File: src/hw/cpc_consts.svh
// charging port control: offsets, field positions, reset values, timing
// assumes inclusion by bare name from every design file that needs it
`ifndef CPC_CONSTS_SVH
`define CPC_CONSTS_SVH

// register byte offsets on the apb bus
`define CPC_REG_CHG_EN    8'h00
`define CPC_REG_LEGACY    8'h04
`define CPC_REG_SIG2A     8'h08
`define CPC_REG_PWR_CFG   8'h0C
`define CPC_REG_PORT_PWR  8'h10
`define CPC_REG_NONREM    8'h14
`define CPC_REG_VID       8'h18
`define CPC_REG_PID       8'h1C
`define CPC_REG_DID       8'h20
`define CPC_REG_STATUS    8'h24

// power config field positions
`define CPC_CFG_SMB       0
`define CPC_CFG_PAIR_LO   1
`define CPC_CFG_PAIR_HI   2
`define CPC_CFG_GANG_PWR  3
`define CPC_CFG_GANG_OCS  4

// identity reset values, arbitrary neutral codes
`define CPC_RST_VID       16'h1234
`define CPC_RST_PID2      16'h0002
`define CPC_RST_PID3      16'h0003
`define CPC_RST_DID       16'h0100

// managed switch addresses start here, one per port
`define CPC_SW_ADDR_BASE  7'h30
`define CPC_NPORT         3'h7

// power states as driven by the hub core
`define CPC_PS_S0         2'h0
`define CPC_PS_S3         2'h1

// smbus quarter bit time and the clock period, both in ns
`define CPC_SMB_QTR_NS    2500
`define CPC_CLK_NS        10
`define CPC_SMB_QTR_CYC   ((`CPC_SMB_QTR_NS) / (`CPC_CLK_NS))
`define CPC_ACK_BIT       4'h8

`endif

File: src/hw/cpc_pkg.sv
// charging port control: shared types
// field widths are written out here; the constants header is not included
package cpc_pkg;

  // probe sequencer states
  typedef enum logic [2:0] {
    CPC_M_IDLE  = 3'b001,
    CPC_M_PROBE = 3'b010,
    CPC_M_WAIT  = 3'b100
  } cpc_main_e_t;

  // smbus bit engine states
  typedef enum logic [3:0] {
    CPC_S_IDLE  = 4'b0001,
    CPC_S_START = 4'b0010,
    CPC_S_BIT   = 4'b0100,
    CPC_S_STOP  = 4'b1000
  } cpc_smb_e_t;

  // per-port charging drive toward the d+/d- analog front end
  typedef struct packed {
    logic [6:0] bc12_en;
    logic [6:0] sig_en;
    logic [6:0] sig_2a;
    logic [6:0] short_emul;
    logic [6:0] legacy_drive;
  } cpc_drive_t;

  // identity values reported by both hub functions
  typedef struct packed {
    logic [15:0] vid;
    logic [15:0] pid2;
    logic [15:0] pid3;
    logic [15:0] did;
    logic        compound;
  } cpc_ident_t;

  // apb request as seen by the slave
  typedef struct packed {
    logic        psel;
    logic        penable;
    logic        pwrite;
    logic [7:0]  paddr;
    logic [31:0] pwdata;
  } cpc_apb_req_t;

endpackage

File: src/hw/cpc_smb_probe.sv
// smbus master bit engine: start, one address byte with write, ack, stop
// assumes sda_in already synchronised; open-drain enables, high pulls low
`timescale 1ns/10ps
`include "cpc_consts.svh"

module cpc_smb_probe (
  // clock and reset
  input  wire logic       sys_clk,
  input  wire logic       sys_rst,
  // request
  input  wire logic       start,
  input  wire logic [6:0] addr,
  // answer
  output logic            busy,
  output logic            done,
  output logic            acked,
  // bus lines
  input  wire logic       sda_in,
  output logic            scl_oe,
  output logic            sda_oe
);

  typedef struct packed {
    cpc_pkg::cpc_smb_e_t st;
    logic [9:0]          div;
    logic [1:0]          ph;
    logic [3:0]          bitn;
    logic [8:0]          sh;
    logic                scl;
    logic                sda;
    logic                done;
    logic                acked;
  } cpc_smb_state_t;

  cpc_smb_state_t r;
  cpc_smb_state_t next_r;
  logic           tick;

  // quarter-bit enable from the divider; scl is made here, not a second domain
  assign tick = (r.div == 10'(`CPC_SMB_QTR_CYC - 1));

  always_comb begin
    next_r      = r;
    next_r.done = 1'b0;
    next_r.div  = tick ? 10'h000 : r.div + 10'h001;
    unique case (r.st)
      cpc_pkg::CPC_S_IDLE: begin
        next_r.div = 10'h000;
        if (start) begin
          next_r.st   = cpc_pkg::CPC_S_START;
          next_r.ph   = 2'h0;
          next_r.bitn = 4'h0;
          next_r.sh   = {addr, 1'b0, 1'b1}; // write bit, then release for ack
        end
      end
      cpc_pkg::CPC_S_START: if (tick) begin
        next_r.ph = r.ph + 2'h1;
        if (r.ph == 2'h1) next_r.sda = 1'b1; // sda falls while scl high
        if (r.ph == 2'h2) next_r.scl = 1'b1;
        if (r.ph == 2'h3) next_r.st = cpc_pkg::CPC_S_BIT;
      end
      cpc_pkg::CPC_S_BIT: if (tick) begin
        next_r.ph = r.ph + 2'h1;
        if (r.ph == 2'h0) next_r.sda = ~r.sh[8];
        if (r.ph == 2'h1) next_r.scl = 1'b0;
        // ack sampled mid-high; a low means a switch answered
        if (r.ph == 2'h2 && r.bitn == `CPC_ACK_BIT) next_r.acked = ~sda_in;
        if (r.ph == 2'h3) begin
          next_r.scl  = 1'b1;
          next_r.sh   = {r.sh[7:0], 1'b1};
          next_r.bitn = r.bitn + 4'h1;
          if (r.bitn == `CPC_ACK_BIT) next_r.st = cpc_pkg::CPC_S_STOP;
        end
      end
      cpc_pkg::CPC_S_STOP: if (tick) begin
        next_r.ph = r.ph + 2'h1;
        if (r.ph == 2'h0) next_r.sda = 1'b1;
        if (r.ph == 2'h1) next_r.scl = 1'b0;
        if (r.ph == 2'h2) next_r.sda = 1'b0; // sda rises while scl high
        if (r.ph == 2'h3) begin
          next_r.st   = cpc_pkg::CPC_S_IDLE;
          next_r.done = 1'b1;
        end
      end
    endcase
  end

  always_ff @(posedge sys_clk) begin
    if (sys_rst) begin
      r    <= '0;
      r.st <= cpc_pkg::CPC_S_IDLE;
    end else begin
      r <= next_r;
    end
  end

  assign busy   = (r.st != cpc_pkg::CPC_S_IDLE);
  assign done   = r.done;
  assign acked  = r.acked;
  assign scl_oe = r.scl;
  assign sda_oe = r.sda;

endmodule

File: src/hw/cpc_top.sv
// charging port control: apb registers, charging mode drive, switch probe
// assumes hub core gives clock, reset, power state, attach and dcp status
//
// Contract
// RULE1: no ganged power or overcurrent while any port charges.
// RULE2: managed power switch only on charging-enabled ports.
// RULE3: smbus mode turns one pin pair into master clock and data.
// RULE4: smbus mode reads the disable pin as switch alert, active low.
// RULE5: after reset probe address 0x30 plus port for every charging port.
// RULE6: d+/d- handshake is driven here; switch only switches power.
// RULE7: combined mode runs signature, bc1.2, shorted emulation; 1A or 2A.
// RULE8: signature and shorted emulation only on dedicated charging ports.
// RULE9: legacy mode drives data line voltage only on dedicated ports.
// RULE10: disable pin low stops charging; high resumes configured modes.
// RULE11: dynamic disable honoured only with standard power controllers.
// RULE12: software sets charging ports to individual power control.
// RULE13: 1A/2A choice only on charging ports without legacy mode.
// RULE14: legacy mode overrides the signature setting on that port.
// RULE15: software picks the smbus pair only among ports 1-4.
// RULE16: one 16-bit vendor id for both hub functions.
// RULE17: separate 16-bit product ids for each hub function.
// RULE18: one 16-bit release id for both hub functions.
// RULE19: any non-removable port makes both hubs report compound.
// RULE20: smbus host rewrites settings after every power-up.
// RULE21: dynamic charging judged per power state from enable and attach.
`timescale 1ns/10ps
`include "cpc_consts.svh"

module cpc_top (
  // clock and reset
  input  wire logic               sys_clk,
  input  wire logic               sys_rst,
  // apb slave
  input  wire logic               psel,
  input  wire logic               penable,
  input  wire logic               pwrite,
  input  wire logic [7:0]         paddr,
  input  wire logic [31:0]        pwdata,
  output logic      [31:0]        prdata,
  output logic                    pready,
  output logic                    pslverr,
  // hub core status, same clock
  input  wire logic [1:0]         power_state,
  input  wire logic [6:0]         attach_sensed,
  input  wire logic [6:0]         port_dcp,
  // pins
  input  wire logic               dynamic_charge_disable_n,
  output logic      [6:0]         port_power_control_pin_out,
  output logic      [6:0]         port_power_control_pin_oe,
  input  wire logic [6:0]         port_overcurrent_sense_pin_in,
  output logic      [6:0]         port_overcurrent_sense_pin_out,
  output logic      [6:0]         port_overcurrent_sense_pin_oe,
  // toward the analog front end and the hub functions
  output cpc_pkg::cpc_drive_t     drive,
  output cpc_pkg::cpc_ident_t     ident,
  output logic      [6:0]         switch_managed,
  output logic                    gang_power_eff,
  output logic                    gang_ocs_eff
);

  typedef struct packed {
    cpc_pkg::cpc_main_e_t st;
    logic [6:0]           chg_en;
    logic [6:0]           legacy;
    logic [6:0]           sig2a;
    logic [4:0]           pwr_cfg;
    logic [6:0]           port_pwr;
    logic [6:0]           nonrem;
    logic [15:0]          vid;
    logic [15:0]          pid2;
    logic [15:0]          pid3;
    logic [15:0]          did;
    logic [31:0]          rdata;
    logic                 err;
    logic [2:0]           idx;
    logic [6:0]           present;
    logic                 probed;
    logic                 start;
    logic [7:0]           dyn_sync;
    logic [13:0]          ocs_sync;
    cpc_pkg::cpc_drive_t  drv;
  } cpc_top_state_t;

  cpc_top_state_t r;
  cpc_top_state_t next_r;

  cpc_pkg::cpc_apb_req_t req;
  logic        smb_mode;
  logic [1:0]  pair;
  logic        any_chg;
  logic        dyn_n;
  logic        alert_n;
  logic        chg_allow;
  logic [6:0]  ocs_s;
  logic [6:0]  chg;
  logic        smb_busy;
  logic        smb_done;
  logic        smb_acked;
  logic        scl_oe;
  logic        sda_oe;
  logic        sda_in;
  logic [6:0]  pair_mask;

  // zero-extend a seven-port field to a bus word
  function automatic logic [31:0] cpc_word7(input logic [6:0] v);
    cpc_word7 = {25'h0000000, v};
  endfunction

  // one-hot port mask from a port index
  function automatic logic [6:0] cpc_port_bit(input logic [2:0] i);
    cpc_port_bit = 7'(8'h01 << i);
  endfunction

  assign req       = '{psel: psel, penable: penable, pwrite: pwrite, paddr: paddr, pwdata: pwdata};
  assign smb_mode  = r.pwr_cfg[`CPC_CFG_SMB];
  // two pair bits reach ports 1-4 only, so no other pair can be chosen
  assign pair      = r.pwr_cfg[`CPC_CFG_PAIR_HI:`CPC_CFG_PAIR_LO]; // RULE15
  assign pair_mask = smb_mode ? cpc_port_bit({1'b0, pair}) : 7'h00;
  assign any_chg   = |r.chg_en;
  assign ocs_s     = r.ocs_sync[13:7];
  assign sda_in    = ocs_s[pair];

  // the disable pin becomes the switch alert in smbus mode
  assign dyn_n     = r.dyn_sync[1];
  assign alert_n   = smb_mode ? dyn_n : 1'b1; // RULE4
  // with managed switches the pin no longer gates charging
  assign chg_allow = smb_mode | dyn_n; // RULE10 RULE11

  // per-port charging: power state decides how much the attach sense counts
  always_comb begin
    for (int i = 0; i < 7; i++) begin
      if (power_state == `CPC_PS_S0 || power_state == `CPC_PS_S3) begin
        chg[i] = r.chg_en[i] & chg_allow; // RULE21
      end else begin
        // off states keep charging only for a sensed attached device
        chg[i] = r.chg_en[i] & chg_allow & attach_sensed[i]; // RULE21
      end
    end
  end

  // apb decode, probe sequencer and charging drive
  always_comb begin
    next_r          = r;
    next_r.start    = 1'b0;
    next_r.dyn_sync = {r.dyn_sync[6:0], dynamic_charge_disable_n};
    next_r.ocs_sync = {r.ocs_sync[6:0], port_overcurrent_sense_pin_in};

    // setup phase: writes land, read data is captured for the access phase
    if (req.psel && !req.penable) begin
      next_r.err = 1'b0;
      if (req.pwrite) begin
        unique case (req.paddr)
          `CPC_REG_CHG_EN:   next_r.chg_en   = req.pwdata[6:0];
          `CPC_REG_LEGACY:   next_r.legacy   = req.pwdata[6:0];
          `CPC_REG_SIG2A:    next_r.sig2a    = req.pwdata[6:0];
          `CPC_REG_PWR_CFG:  next_r.pwr_cfg  = req.pwdata[4:0];
          `CPC_REG_PORT_PWR: next_r.port_pwr = req.pwdata[6:0];
          `CPC_REG_NONREM:   next_r.nonrem   = req.pwdata[6:0];
          `CPC_REG_VID:      next_r.vid      = req.pwdata[15:0];
          `CPC_REG_PID:      {next_r.pid3, next_r.pid2} = req.pwdata;
          `CPC_REG_DID:      next_r.did      = req.pwdata[15:0];
          `CPC_REG_STATUS:   next_r.err      = 1'b1;
          default:           next_r.err      = 1'b1;
        endcase
        next_r.rdata = 32'h00000000;
      end else begin
        unique case (req.paddr)
          `CPC_REG_CHG_EN:   next_r.rdata = cpc_word7(r.chg_en);
          `CPC_REG_LEGACY:   next_r.rdata = cpc_word7(r.legacy);
          `CPC_REG_SIG2A:    next_r.rdata = cpc_word7(r.sig2a);
          `CPC_REG_PWR_CFG:  next_r.rdata = {27'h0000000, r.pwr_cfg};
          `CPC_REG_PORT_PWR: next_r.rdata = cpc_word7(r.port_pwr);
          `CPC_REG_NONREM:   next_r.rdata = cpc_word7(r.nonrem);
          `CPC_REG_VID:      next_r.rdata = {16'h0000, r.vid};
          `CPC_REG_PID:      next_r.rdata = {r.pid3, r.pid2};
          `CPC_REG_DID:      next_r.rdata = {16'h0000, r.did};
          `CPC_REG_STATUS:   next_r.rdata = {12'h000, ocs_s & ~pair_mask, gang_power_eff | gang_ocs_eff ? 1'b0 :
                                             (r.pwr_cfg[`CPC_CFG_GANG_PWR] | r.pwr_cfg[`CPC_CFG_GANG_OCS]) & any_chg,
                                             |r.nonrem, alert_n, ~chg_allow, r.probed,
                                             (r.st != cpc_pkg::CPC_M_IDLE) | smb_busy, r.present};
          default: begin
            next_r.rdata = 32'h00000000;
            next_r.err   = 1'b1;
          end
        endcase
      end
    end

    // probe every charging port's switch once smbus mode is on
    unique case (r.st)
      cpc_pkg::CPC_M_IDLE: begin
        if (smb_mode && !r.probed) begin
          next_r.st  = cpc_pkg::CPC_M_PROBE; // RULE5
          next_r.idx = 3'h0;
        end
      end
      cpc_pkg::CPC_M_PROBE: begin
        if (r.idx == `CPC_NPORT) begin
          next_r.st     = cpc_pkg::CPC_M_IDLE;
          next_r.probed = 1'b1;
        end else if (r.chg_en[r.idx]) begin
          // non-charging ports are never addressed
          next_r.start = 1'b1; // RULE2 RULE5
          next_r.st    = cpc_pkg::CPC_M_WAIT;
        end else begin
          next_r.present[r.idx] = 1'b0; // RULE2
          next_r.idx            = r.idx + 3'h1;
        end
      end
      cpc_pkg::CPC_M_WAIT: begin
        if (smb_done) begin
          next_r.present[r.idx] = smb_acked; // RULE5
          next_r.idx            = r.idx + 3'h1;
          next_r.st             = cpc_pkg::CPC_M_PROBE;
        end
      end
      default: next_r.st = cpc_pkg::CPC_M_IDLE;
    endcase
    // leaving smbus mode forgets the switches so a return reprobes
    if (!smb_mode && r.st == cpc_pkg::CPC_M_IDLE) begin
      next_r.present = 7'h00;
      next_r.probed  = 1'b0;
    end

    // d+/d- signalling is always made here, whatever switch powers the port
    for (int i = 0; i < 7; i++) begin
      next_r.drv.bc12_en[i]      = chg[i] & ~r.legacy[i]; // RULE6 RULE7
      next_r.drv.sig_en[i]       = chg[i] & ~r.legacy[i] & port_dcp[i]; // RULE7 RULE8 RULE14
      next_r.drv.sig_2a[i]       = chg[i] & ~r.legacy[i] & port_dcp[i] & r.sig2a[i]; // RULE13 RULE14
      next_r.drv.short_emul[i]   = chg[i] & ~r.legacy[i] & port_dcp[i]; // RULE8
      next_r.drv.legacy_drive[i] = chg[i] & r.legacy[i] & port_dcp[i]; // RULE9 RULE14
    end
  end

  always_ff @(posedge sys_clk) begin
    if (sys_rst) begin
      r      <= '0;
      r.st   <= cpc_pkg::CPC_M_IDLE;
      r.vid  <= `CPC_RST_VID;
      r.pid2 <= `CPC_RST_PID2;
      r.pid3 <= `CPC_RST_PID3;
      r.did  <= `CPC_RST_DID;
      // disable pin idles high, so reset does not fake a disable
      r.dyn_sync <= 8'hFF;
      // sense pins idle high too, so no false overcurrent right after reset
      r.ocs_sync <= '1;
    end else begin
      r <= next_r;
    end
  end

  // switch address is base plus port index
  cpc_smb_probe u_smb (
    .sys_clk (sys_clk),
    .sys_rst (sys_rst),
    .start   (r.start),
    .addr    (7'(`CPC_SW_ADDR_BASE + {4'h0, r.idx})),
    .busy    (smb_busy),
    .done    (smb_done),
    .acked   (smb_acked),
    .sda_in  (sda_in),
    .scl_oe  (scl_oe),
    .sda_oe  (sda_oe)
  );

  // selected pair becomes scl on the power pin and sda on the sense pin
  always_comb begin
    for (int i = 0; i < 7; i++) begin
      if (pair_mask[i]) begin
        port_power_control_pin_out[i]     = 1'b0; // RULE3
        port_power_control_pin_oe[i]      = scl_oe; // RULE3
        port_overcurrent_sense_pin_out[i] = 1'b0;
        port_overcurrent_sense_pin_oe[i]  = sda_oe; // RULE3
      end else begin
        port_power_control_pin_out[i]     = r.port_pwr[i];
        port_power_control_pin_oe[i]      = 1'b1;
        port_overcurrent_sense_pin_out[i] = 1'b0;
        port_overcurrent_sense_pin_oe[i]  = 1'b0;
      end
    end
  end

  // gang requests are refused while any port charges
  assign gang_power_eff = r.pwr_cfg[`CPC_CFG_GANG_PWR] & ~any_chg; // RULE1 RULE12
  assign gang_ocs_eff   = r.pwr_cfg[`CPC_CFG_GANG_OCS] & ~any_chg; // RULE1 RULE12
  assign switch_managed = r.present & r.chg_en & {7{smb_mode}}; // RULE2

  // identity shared or split between the two hub functions
  assign ident.vid      = r.vid; // RULE16
  assign ident.pid2     = r.pid2; // RULE17
  assign ident.pid3     = r.pid3; // RULE17
  assign ident.did      = r.did; // RULE18
  assign ident.compound = |r.nonrem; // RULE19

  assign drive   = r.drv;
  assign prdata  = r.rdata;
  assign pslverr = penable & r.err;
  // every access finishes in its first access cycle
  assign pready  = 1'b1;

endmodule

File: config.mk
export PLATFORM = sky130hd
export DESIGN_NAME = cpc_top
export DESIGN_NICKNAME = d
export VERILOG_FILES = /design/src/hw/cpc_pkg.sv /design/src/hw/cpc_smb_probe.sv /design/src/hw/cpc_top.sv
export VERILOG_INCLUDE_DIRS = /design/src /design/src/hw
export SDC_FILE = /design/constraint.sdc
export NUM_CORES = 1
export LEC_CHECK = 0
export BUFFER_PORTS_ARGS = -buffer_cell sky130_fd_sc_hd__clkbuf_2
export CAP_MARGIN = 20
export CORE_MARGIN = 1
export CORE_UTILIZATION = 60
export CTS_BUF_LIST = sky130_fd_sc_hd__clkbuf_4
export DETAILED_ROUTE_END_ITERATION = 6
export PLACE_DENSITY = 0.95
export SYNTH_ARGS = -nofsm -noshare
export SYNTH_HDL_FRONTEND = slang
export SYNTH_HIERARCHICAL = 1
export SYNTH_SLANG_ARGS = --single-unit
File: constraint.sdc
create_clock -name sys_clk -period 5.4 [get_ports sys_clk]
set_clock_uncertainty 0.15 [all_clocks]
set_input_delay 0.54 -clock sys_clk [delete_from_list [all_inputs] [get_ports sys_clk]]
set_output_delay 0.54 -clock sys_clk [all_outputs]
set_load 0.01 [all_outputs]
== Word level (Yosys, flattened, before mapping) ==
Index checks and enable logic that the tools add are counted.

* Bits in registers: 229
* Output and inout bits: 171
* Logic and storage cells: 284

* Add/subtract/negate cells: 5
* Magnitude comparators: 3
* Equal/unequal tests: 43
* Shift-type cells: 1
* Multiplexer cells: 79
* Bitwise operators: 77
* Reduce and logical (&&, ||, !) cells: 44

{| class="wikitable"
|+ Operators with widths
! operator !! count
|-
| $pmux W32 S10 || 1
|-
| $and A1 B1 Y1 || 53
|-
| $mux W1 || 43
|-
| $reduce_and A3 Y1 || 12
|-
| $mux W33 || 1
|-
| $eq A8 B5 Y1 const B || 4
|-
| $mux W4 || 8
|-
| $mux W10 || 3
|-
| $and A7 B7 Y7 || 4
|-
| $pmux W13 S2 || 1
|-
| $ne A2 B1 Y1 const B || 12
|-
| $mux W3 || 6
|-
| $pmux W3 S3 || 2
|-
| $mux W17 || 1
|-
| $eq A8 B4 Y1 const B || 2
|-
| $eq A8 B6 Y1 const B || 2
|-
| $pmux W4 S4 || 1
|-
| $mux W15 || 1
|-
| $mux W14 || 1
|-
| $not A1 Y1 || 14
|-
| $not A7 Y7 || 2
|-
| $pmux W7 S2 || 1
|-
| $reduce_or A7 Y1 || 2
|-
| $pmux W2 S3 || 2
|-
| other kinds (47) || 73
|}

== Longest topological paths before layout ==
* Word-level depth: 9
* Mapped depth: 9
* Mapped depth without buffers: 7

== Hierarchy ==
Netlist, hierarchy kept.

{| class="wikitable"
|+ Modules (own cells, without submodules)
! module !! instances !! cells each !! area an instance (um^2) !! seq. area each (um^2)
|-
| cpc_top || 1 || 1138 || 9397.8 || 3923.8
|-
| cpc_smb_probe || 1 || 207 || 1731.7 || 660.6
|}

== Worst setup path after synthesis ==
No wires, ideal clock.

* Path kind: register to register
* From: register r[67] in the netlist's numbering
* To: register r[60] in the netlist's numbering
* Setup time: 0.072 ns
* Arrival time: 1.928 ns
* Required time: 5.178 ns
* Slack: 3.250 ns
* Cell stages (with the launch flop): 8
* Cell sequence: dfxtp_1 ha_1 ha_1 or4b_4 o211ai_2 o21ai_1 nor4_2 mux2i_1

* Cells in the longest elaborated chain, start to end: 9

{| class="wikitable"
|+ RTL lines
! what !! RTL line !! source
|-
| start, declared || cpc_top.sv:84 || <nowiki>cpc_top_state_t r;</nowiki>
|-
| start signal, assigned || cpc_top.sv:248 || <nowiki>r <= next_r;</nowiki>
|-
| $lt A3 B4 Y1 (implied by the code) / $ge A3 B1 Y1 (equally long branches) || cpc_top.sv:206, cpc_top.sv:212 ||
|-
| $logic_and A1 B1 Y1 (implied by the code) || cpc_top.sv:206, cpc_top.sv:212 ||
|-
| $mux W1 (implied by the code) || cpc_top.sv:206, cpc_top.sv:212 ||
|-
| $demux W1 S3 || cpc_top.sv:206, cpc_top.sv:212 ||
|-
| $not A7 Y7 (no source line) || -- ||
|-
| $and A7 B7 Y7 (no source line) || -- ||
|-
| $mux W10 || cpc_top.sv:201 || <nowiki>end else if (r.chg_en[r.idx]) begin</nowiki>
|-
| $mux W10 || cpc_top.sv:198 || <nowiki>if (r.idx == `CPC_NPORT) begin</nowiki>
|-
| $pmux W7 S2 || cpc_top.sv:190 || <nowiki>unique case (r.st)</nowiki>
|}

Several ways; a longest one is shown, not always the timed one. The select of a mux whose other input is x is not followed.
A chain may end at the register's enable or synchronous reset.

== Final worst setup path ==
* From: register r[201] in the netlist's numbering
* To: output gang_ocs_eff

* Cells in the longest elaborated chain, start to end: 3

{| class="wikitable"
|+ RTL lines
! what !! RTL line !! source
|-
| $reduce_or A7 Y1 || cpc_top.sv:119 || <nowiki>assign any_chg = |r.chg_en;</nowiki>
|-
| $not A1 Y1 || cpc_top.sv:285 || <nowiki>assign gang_ocs_eff = r.pwr_cfg[`CPC_CFG_GANG_OCS] & ~any_chg;</nowiki>
|-
| $and A1 B1 Y1 || cpc_top.sv:285 ||
|-
| end, declared || cpc_top.sv:58 || <nowiki>output logic gang_ocs_eff</nowiki>
|}

Every way passes these cells.

==> impl_results.html <==
<table>
<tr><th>Metric</th><th>Value</th></tr>
<tr><th colspan="2">Timing</th></tr>
<tr><td>Setup violation total in the final timing report</td><td>0</td></tr>
<tr><td>Ratio of final minimum period to clock period</td><td>63.6%</td></tr>
<tr><td>Accumulated negative setup slack</td><td>0 ps</td></tr>
<tr><td>RSZ-0062 raised after global routing</td><td>no</td></tr>
<tr><td>Number of max-slew violations in the final report</td><td>0</td></tr>
<tr><td>Minimum clock period</td><td>3430 ps</td></tr>
<tr><td>Fmax</td><td>291 MHz</td></tr>
<tr><td>Count of endpoints failing hold in the final timing report</td><td>0</td></tr>
<tr><td>Relative max-transition margin</td><td>21.3%</td></tr>
<tr><td>Worst setup margin</td><td>1970 ps</td></tr>
<tr><td>Worst-margin pin slew</td><td>1180 ps</td></tr>
<tr><th colspan="2">Critical path</th></tr>
<tr><td>CP Data Arrival Time</td><td>2740 ps</td></tr>
<tr><td>Endpoint of the worst-slack reg-to-reg timing path</td><td>u_smb/sda_oe</td></tr>
<tr><td>Slack of the worst reg-to-reg path</td><td>2630 ps</td></tr>
<tr><td>Critical R2R Launch</td><td>u_smb/r[19]</td></tr>
<tr><td>Maximum net fanout on the critical path</td><td>6</td></tr>
<tr><td>Nature of the critical path startpoint</td><td>flip-flop</td></tr>
<tr><td>Type of element capturing the critical path</td><td>output port</td></tr>
<tr><td>Start-to-end type of the worst setup path</td><td>reg2out</td></tr>
<tr><td>Worst Reg-to-Reg Cells</td><td>6</td></tr>
<tr><td>Data required time of the worst path</td><td>4710 ps</td></tr>
<tr><th colspan="2">Place</th></tr>
<tr><td>Port Buffer Count</td><td>224</td></tr>
<tr><td>Final HPWL from detailed placement</td><td>21700 um</td></tr>
<tr><td>Worst-case setup slack after placement</td><td>2090 ps</td></tr>
<tr><td>RePlAce Congestion</td><td>0.938</td></tr>
<tr><th colspan="2">Drt</th></tr>
<tr><td>DRT Pass-1 Iters</td><td>7</td></tr>
<tr><td>Count of antenna-violating nets left after detailed routing</td><td>0</td></tr>
<tr><td>Count of routing violations after the opening detailed-route iteration</td><td>1274</td></tr>
<tr><td>Average wire per standard cell</td><td>19.2 um</td></tr>
<tr><td>Post-detailed-route DRC marker count</td><td>16</td></tr>
<tr><td>Number of vias per cell after detailed routing</td><td>6.05</td></tr>
<tr><td>Total number of vias</td><td>10450</td></tr>
<tr><td>Total wire length</td><td>33100 um</td></tr>
<tr><th colspan="2">Run status</th></tr>
<tr><td>Failing checks</td><td>DRC</td></tr>
<tr><td>Outcome</td><td>finished, violations left</td></tr>
<tr><th colspan="2">Finish</th></tr>
<tr><td>Most common library cell in the layout ignoring fill and taps</td><td>sky130_fd_sc_hd__nand2_1</td></tr>
<tr><td>Layout cell share with drive strength beyond 1</td><td>25.7%</td></tr>
<tr><td>Layout Area Growth over Synthesis</td><td>10.8%</td></tr>
<tr><td>Number of inserted filler cells in the final layout</td><td>1313</td></tr>
<tr><td>Final-stage net count</td><td>1541</td></tr>
<tr><td>Commonest cells after routing, fill and taps aside</td><td>235 x sky130_fd_sc_hd__nand2_1, 229 x sky130_fd_sc_hd__dfxtp_1, 223 x sky130_fd_sc_hd__clkbuf_2, 127 x sky130_fd_sc_hd__a21oi_1, 88 x sky130_fd_sc_hd__clkbuf_4</td></tr>
<tr><td>Share of the core filled with cells</td><td>68.2%</td></tr>
<tr><th colspan="2">GRT</th></tr>
<tr><td>Global-route wire length before repair</td><td>52100 um</td></tr>
<tr><td>Via count of the first global-routing pass</td><td>9865</td></tr>
<tr><td>Global-route usage over all layers</td><td>34.0%</td></tr>
<tr><td>Pin count of the biggest net entering global routing</td><td>70</td></tr>
<tr><td>GRT overflow</td><td>0</td></tr>
<tr><td>Antenna violations before repair</td><td>1</td></tr>
<tr><th colspan="2">Clock network</th></tr>
<tr><td>Clock buffer count from CTS</td><td>58</td></tr>
<tr><td>Post-CTS Setup Repair Bufs</td><td>0</td></tr>
<tr><td>Post-CTS clock slew at the launch and capture registers of the worst setup and hold paths</td><td>70 ps</td></tr>
<tr><td>TritonCTS clock tree</td><td>yes</td></tr>
<tr><td>CTS root buffer</td><td>sky130_fd_sc_hd__clkbuf_4</td></tr>
<tr><td>H-tree depth</td><td>2</td></tr>
<tr><td>Insertion delay of the later-clocked pin in the worst-skew pair</td><td>700 ps</td></tr>
<tr><td>Number of sinks on the clock net</td><td>229</td></tr>
<tr><td>Clock tree buffer depth</td><td>3</td></tr>
<tr><th colspan="2">Yosys</th></tr>
<tr><td>Share of flip-flops with an asynchronous set or reset</td><td>0%</td></tr>
<tr><td>Top_reg_cell synth</td><td>sky130_fd_sc_hd__dfxtp_1</td></tr>
<tr><td>Number of flip-flops and latches in the synthesized netlist</td><td>229</td></tr>
<tr><td>Number of enable-type register cells in the synthesized netlist</td><td>0</td></tr>
<tr><td>Number of instances in the synthesized netlist</td><td>1345</td></tr>
<tr><td>Avg Cell Area, Syn</td><td>8.27 sq um</td></tr>
<tr><td>Post-synthesis instance area</td><td>11100 sq um</td></tr>
<tr><td>Number of distinct library cell variants in the gate-level netlist after synthesis</td><td>79</td></tr>
<tr><td>Register area share after synthesis</td><td>41.2%</td></tr>
<tr><td>Warnings from Yosys</td><td>6</td></tr>
<tr><th colspan="2">Pwr</th></tr>
<tr><td>Leakage power</td><td>4.95 nW</td></tr>
<tr><td>Power Density</td><td>280 nW/um^2</td></tr>
<tr><td>Worst IR drop on VDD</td><td>0.000173 V</td></tr>
<tr><th colspan="2">Floorplan</th></tr>
<tr><td>Initial Util</td><td>61.5%</td></tr>
<tr><td>Die H</td><td>138 um</td></tr>
<tr><td>Cell Rows</td><td>49</td></tr>
<tr><td>Total core area</td><td>18100 sq um</td></tr>
<tr><td>Width of the chip</td><td>138 um</td></tr>
<tr><td>I/O pin cnt</td><td>240</td></tr>
<tr><td>Area of the die</td><td>19100 sq um</td></tr>
<tr><th colspan="2">Hold path</th></tr>
<tr><td>Start point of the worst hold path</td><td>pwdata[6]</td></tr>
<tr><td>Endpoint of the worst hold path</td><td>ident[55]</td></tr>
<tr><td>Hold depth</td><td>3</td></tr>
<tr><td>Worst min path class</td><td>in2reg</td></tr>
<tr><th colspan="2">Flow run</th></tr>
<tr><td>Number of maximum-capacitance violations</td><td>0</td></tr>
</table>
-- synthesized netlist by cell type, types with 14 or more instances --
master	n	area, sq um
sky130_fd_sc_hd__mux2i_1	18	180
sky130_fd_sc_hd__nand3_1	71	355
sky130_fd_sc_hd__dfxtp_1	229	4580
sky130_fd_sc_hd__a22oi_1	30	225
sky130_fd_sc_hd__clkbuf_1	43	161
sky130_fd_sc_hd__nor2b_1	15	93.8
sky130_fd_sc_hd__buf_4	154	1160
sky130_fd_sc_hd__nand2_1	235	882
sky130_fd_sc_hd__nor2_1	78	293
sky130_fd_sc_hd__and2_1	17	106
sky130_fd_sc_hd__inv_1	14	52.6
sky130_fd_sc_hd__and3_1	29	181
sky130_fd_sc_hd__nand2b_1	14	87.6
sky130_fd_sc_hd__o21ai_0	30	150
sky130_fd_sc_hd__or2_2	19	119
sky130_fd_sc_hd__buf_2	34	170
sky130_fd_sc_hd__nand3b_1	17	128
sky130_fd_sc_hd__a21oi_1	127	636
-- logic make-up (layout without fill, tap and decap cells) --
logic type	after synthesis	count (layout)	synth area share [%]
flops	229	229	41.2
buf+inv	249	384	14.1
other cells	2	19	0.0675
mux	32	32	3.54
compound gates	248	248	13.7
xor+xnor	10	10	0.787
fa+ha+maj	10	10	1.12
simple gates	565	565	25.5
-- report_power, final --
part	internal, W	switching (W)
Clock	0.000825	0.000684
Sequential	0.00170	0.0000191
Combinational	0.0000843	0.000141
Total	0.00261	0.000844
-- flip-flops by register name, summed over array words and instances, names as in the netlist --
register	flops
ident	64
u_smb/acked	1
u_smb/scl_oe	1
prdata	32
u_smb/done	1
next_r	8
u_smb/sda_oe	1
pair	2
u_smb/r	29
ocs_s	7
drive	28
r	54
dyn_n	1
-- worst max-delay path by stage --
stage,startpoint,end,depth (start not counted)
2_1_floorplan,r[67],r[60],7
3_3_place_gp,paddr[4],r[186],6
3_5_place_dp,paddr[4],r[187],6
4_1_cts,r[201],gang_ocs_eff,4
5_1_grt,r[201],gang_ocs_eff,4
6_report,r[201],gang_ocs_eff,4
-- cell type report --
class,instances,area (sq um),share of cell area [%]
inverter,14,52.6,0.426
antenna,1,2.50,0.0203
clock inverter,6,80.1,0.649
clock buffer,88,661,5.36
multi-input combinational,883,5050,41.0
sequential,229,4580,37.2
tap,229,287,2.32
timing repair buffer,276,1610,13.1
-- layer usage --
layer | part of all wire [%] | vias to the layer above | track usage (%)
li1 | - | 4709 | -
met1 | 38 | 4782 | 43.8
met2 | 45 | 809 | 52.3
met3 | 12 | 150 | 8.07
met4 | 5.3 | 0 | 20.3
met5 | 0 | - | 0
-- worst max-delay path, cell delays in order (launching register included) --
cell and delay, ps:
sky130_fd_sc_hd__dfxtp_1 410, sky130_fd_sc_hd__or4_1 550, sky130_fd_sc_hd__nor4_1 710, sky130_fd_sc_hd__and2_1 250
sky130_fd_sc_hd__clkbuf_2 140
-- metrics by stage --
stage	instance area (sq um)	instances	hold WS, ps	total power [W]
4_1_cts	12300	1725	51.0	0.00346
3_5_place_dp	11200	1591	249	0.00195
6_report	12300	1726	92.3	0.00346
3_3_place_gp	11200	1591	246	0.00194
2_1_floorplan	11200	1361	239	0.00189
5_1_grt	12300	1726	81.0	0.00359
-- repair_timing --
action / 4_1_cts / 5_1_grt
hold endpoints to repair: 72 / 0
resized for setup: 0 / 0
hold buffers: 40 / 0
(Power assumes the default switching activity.)
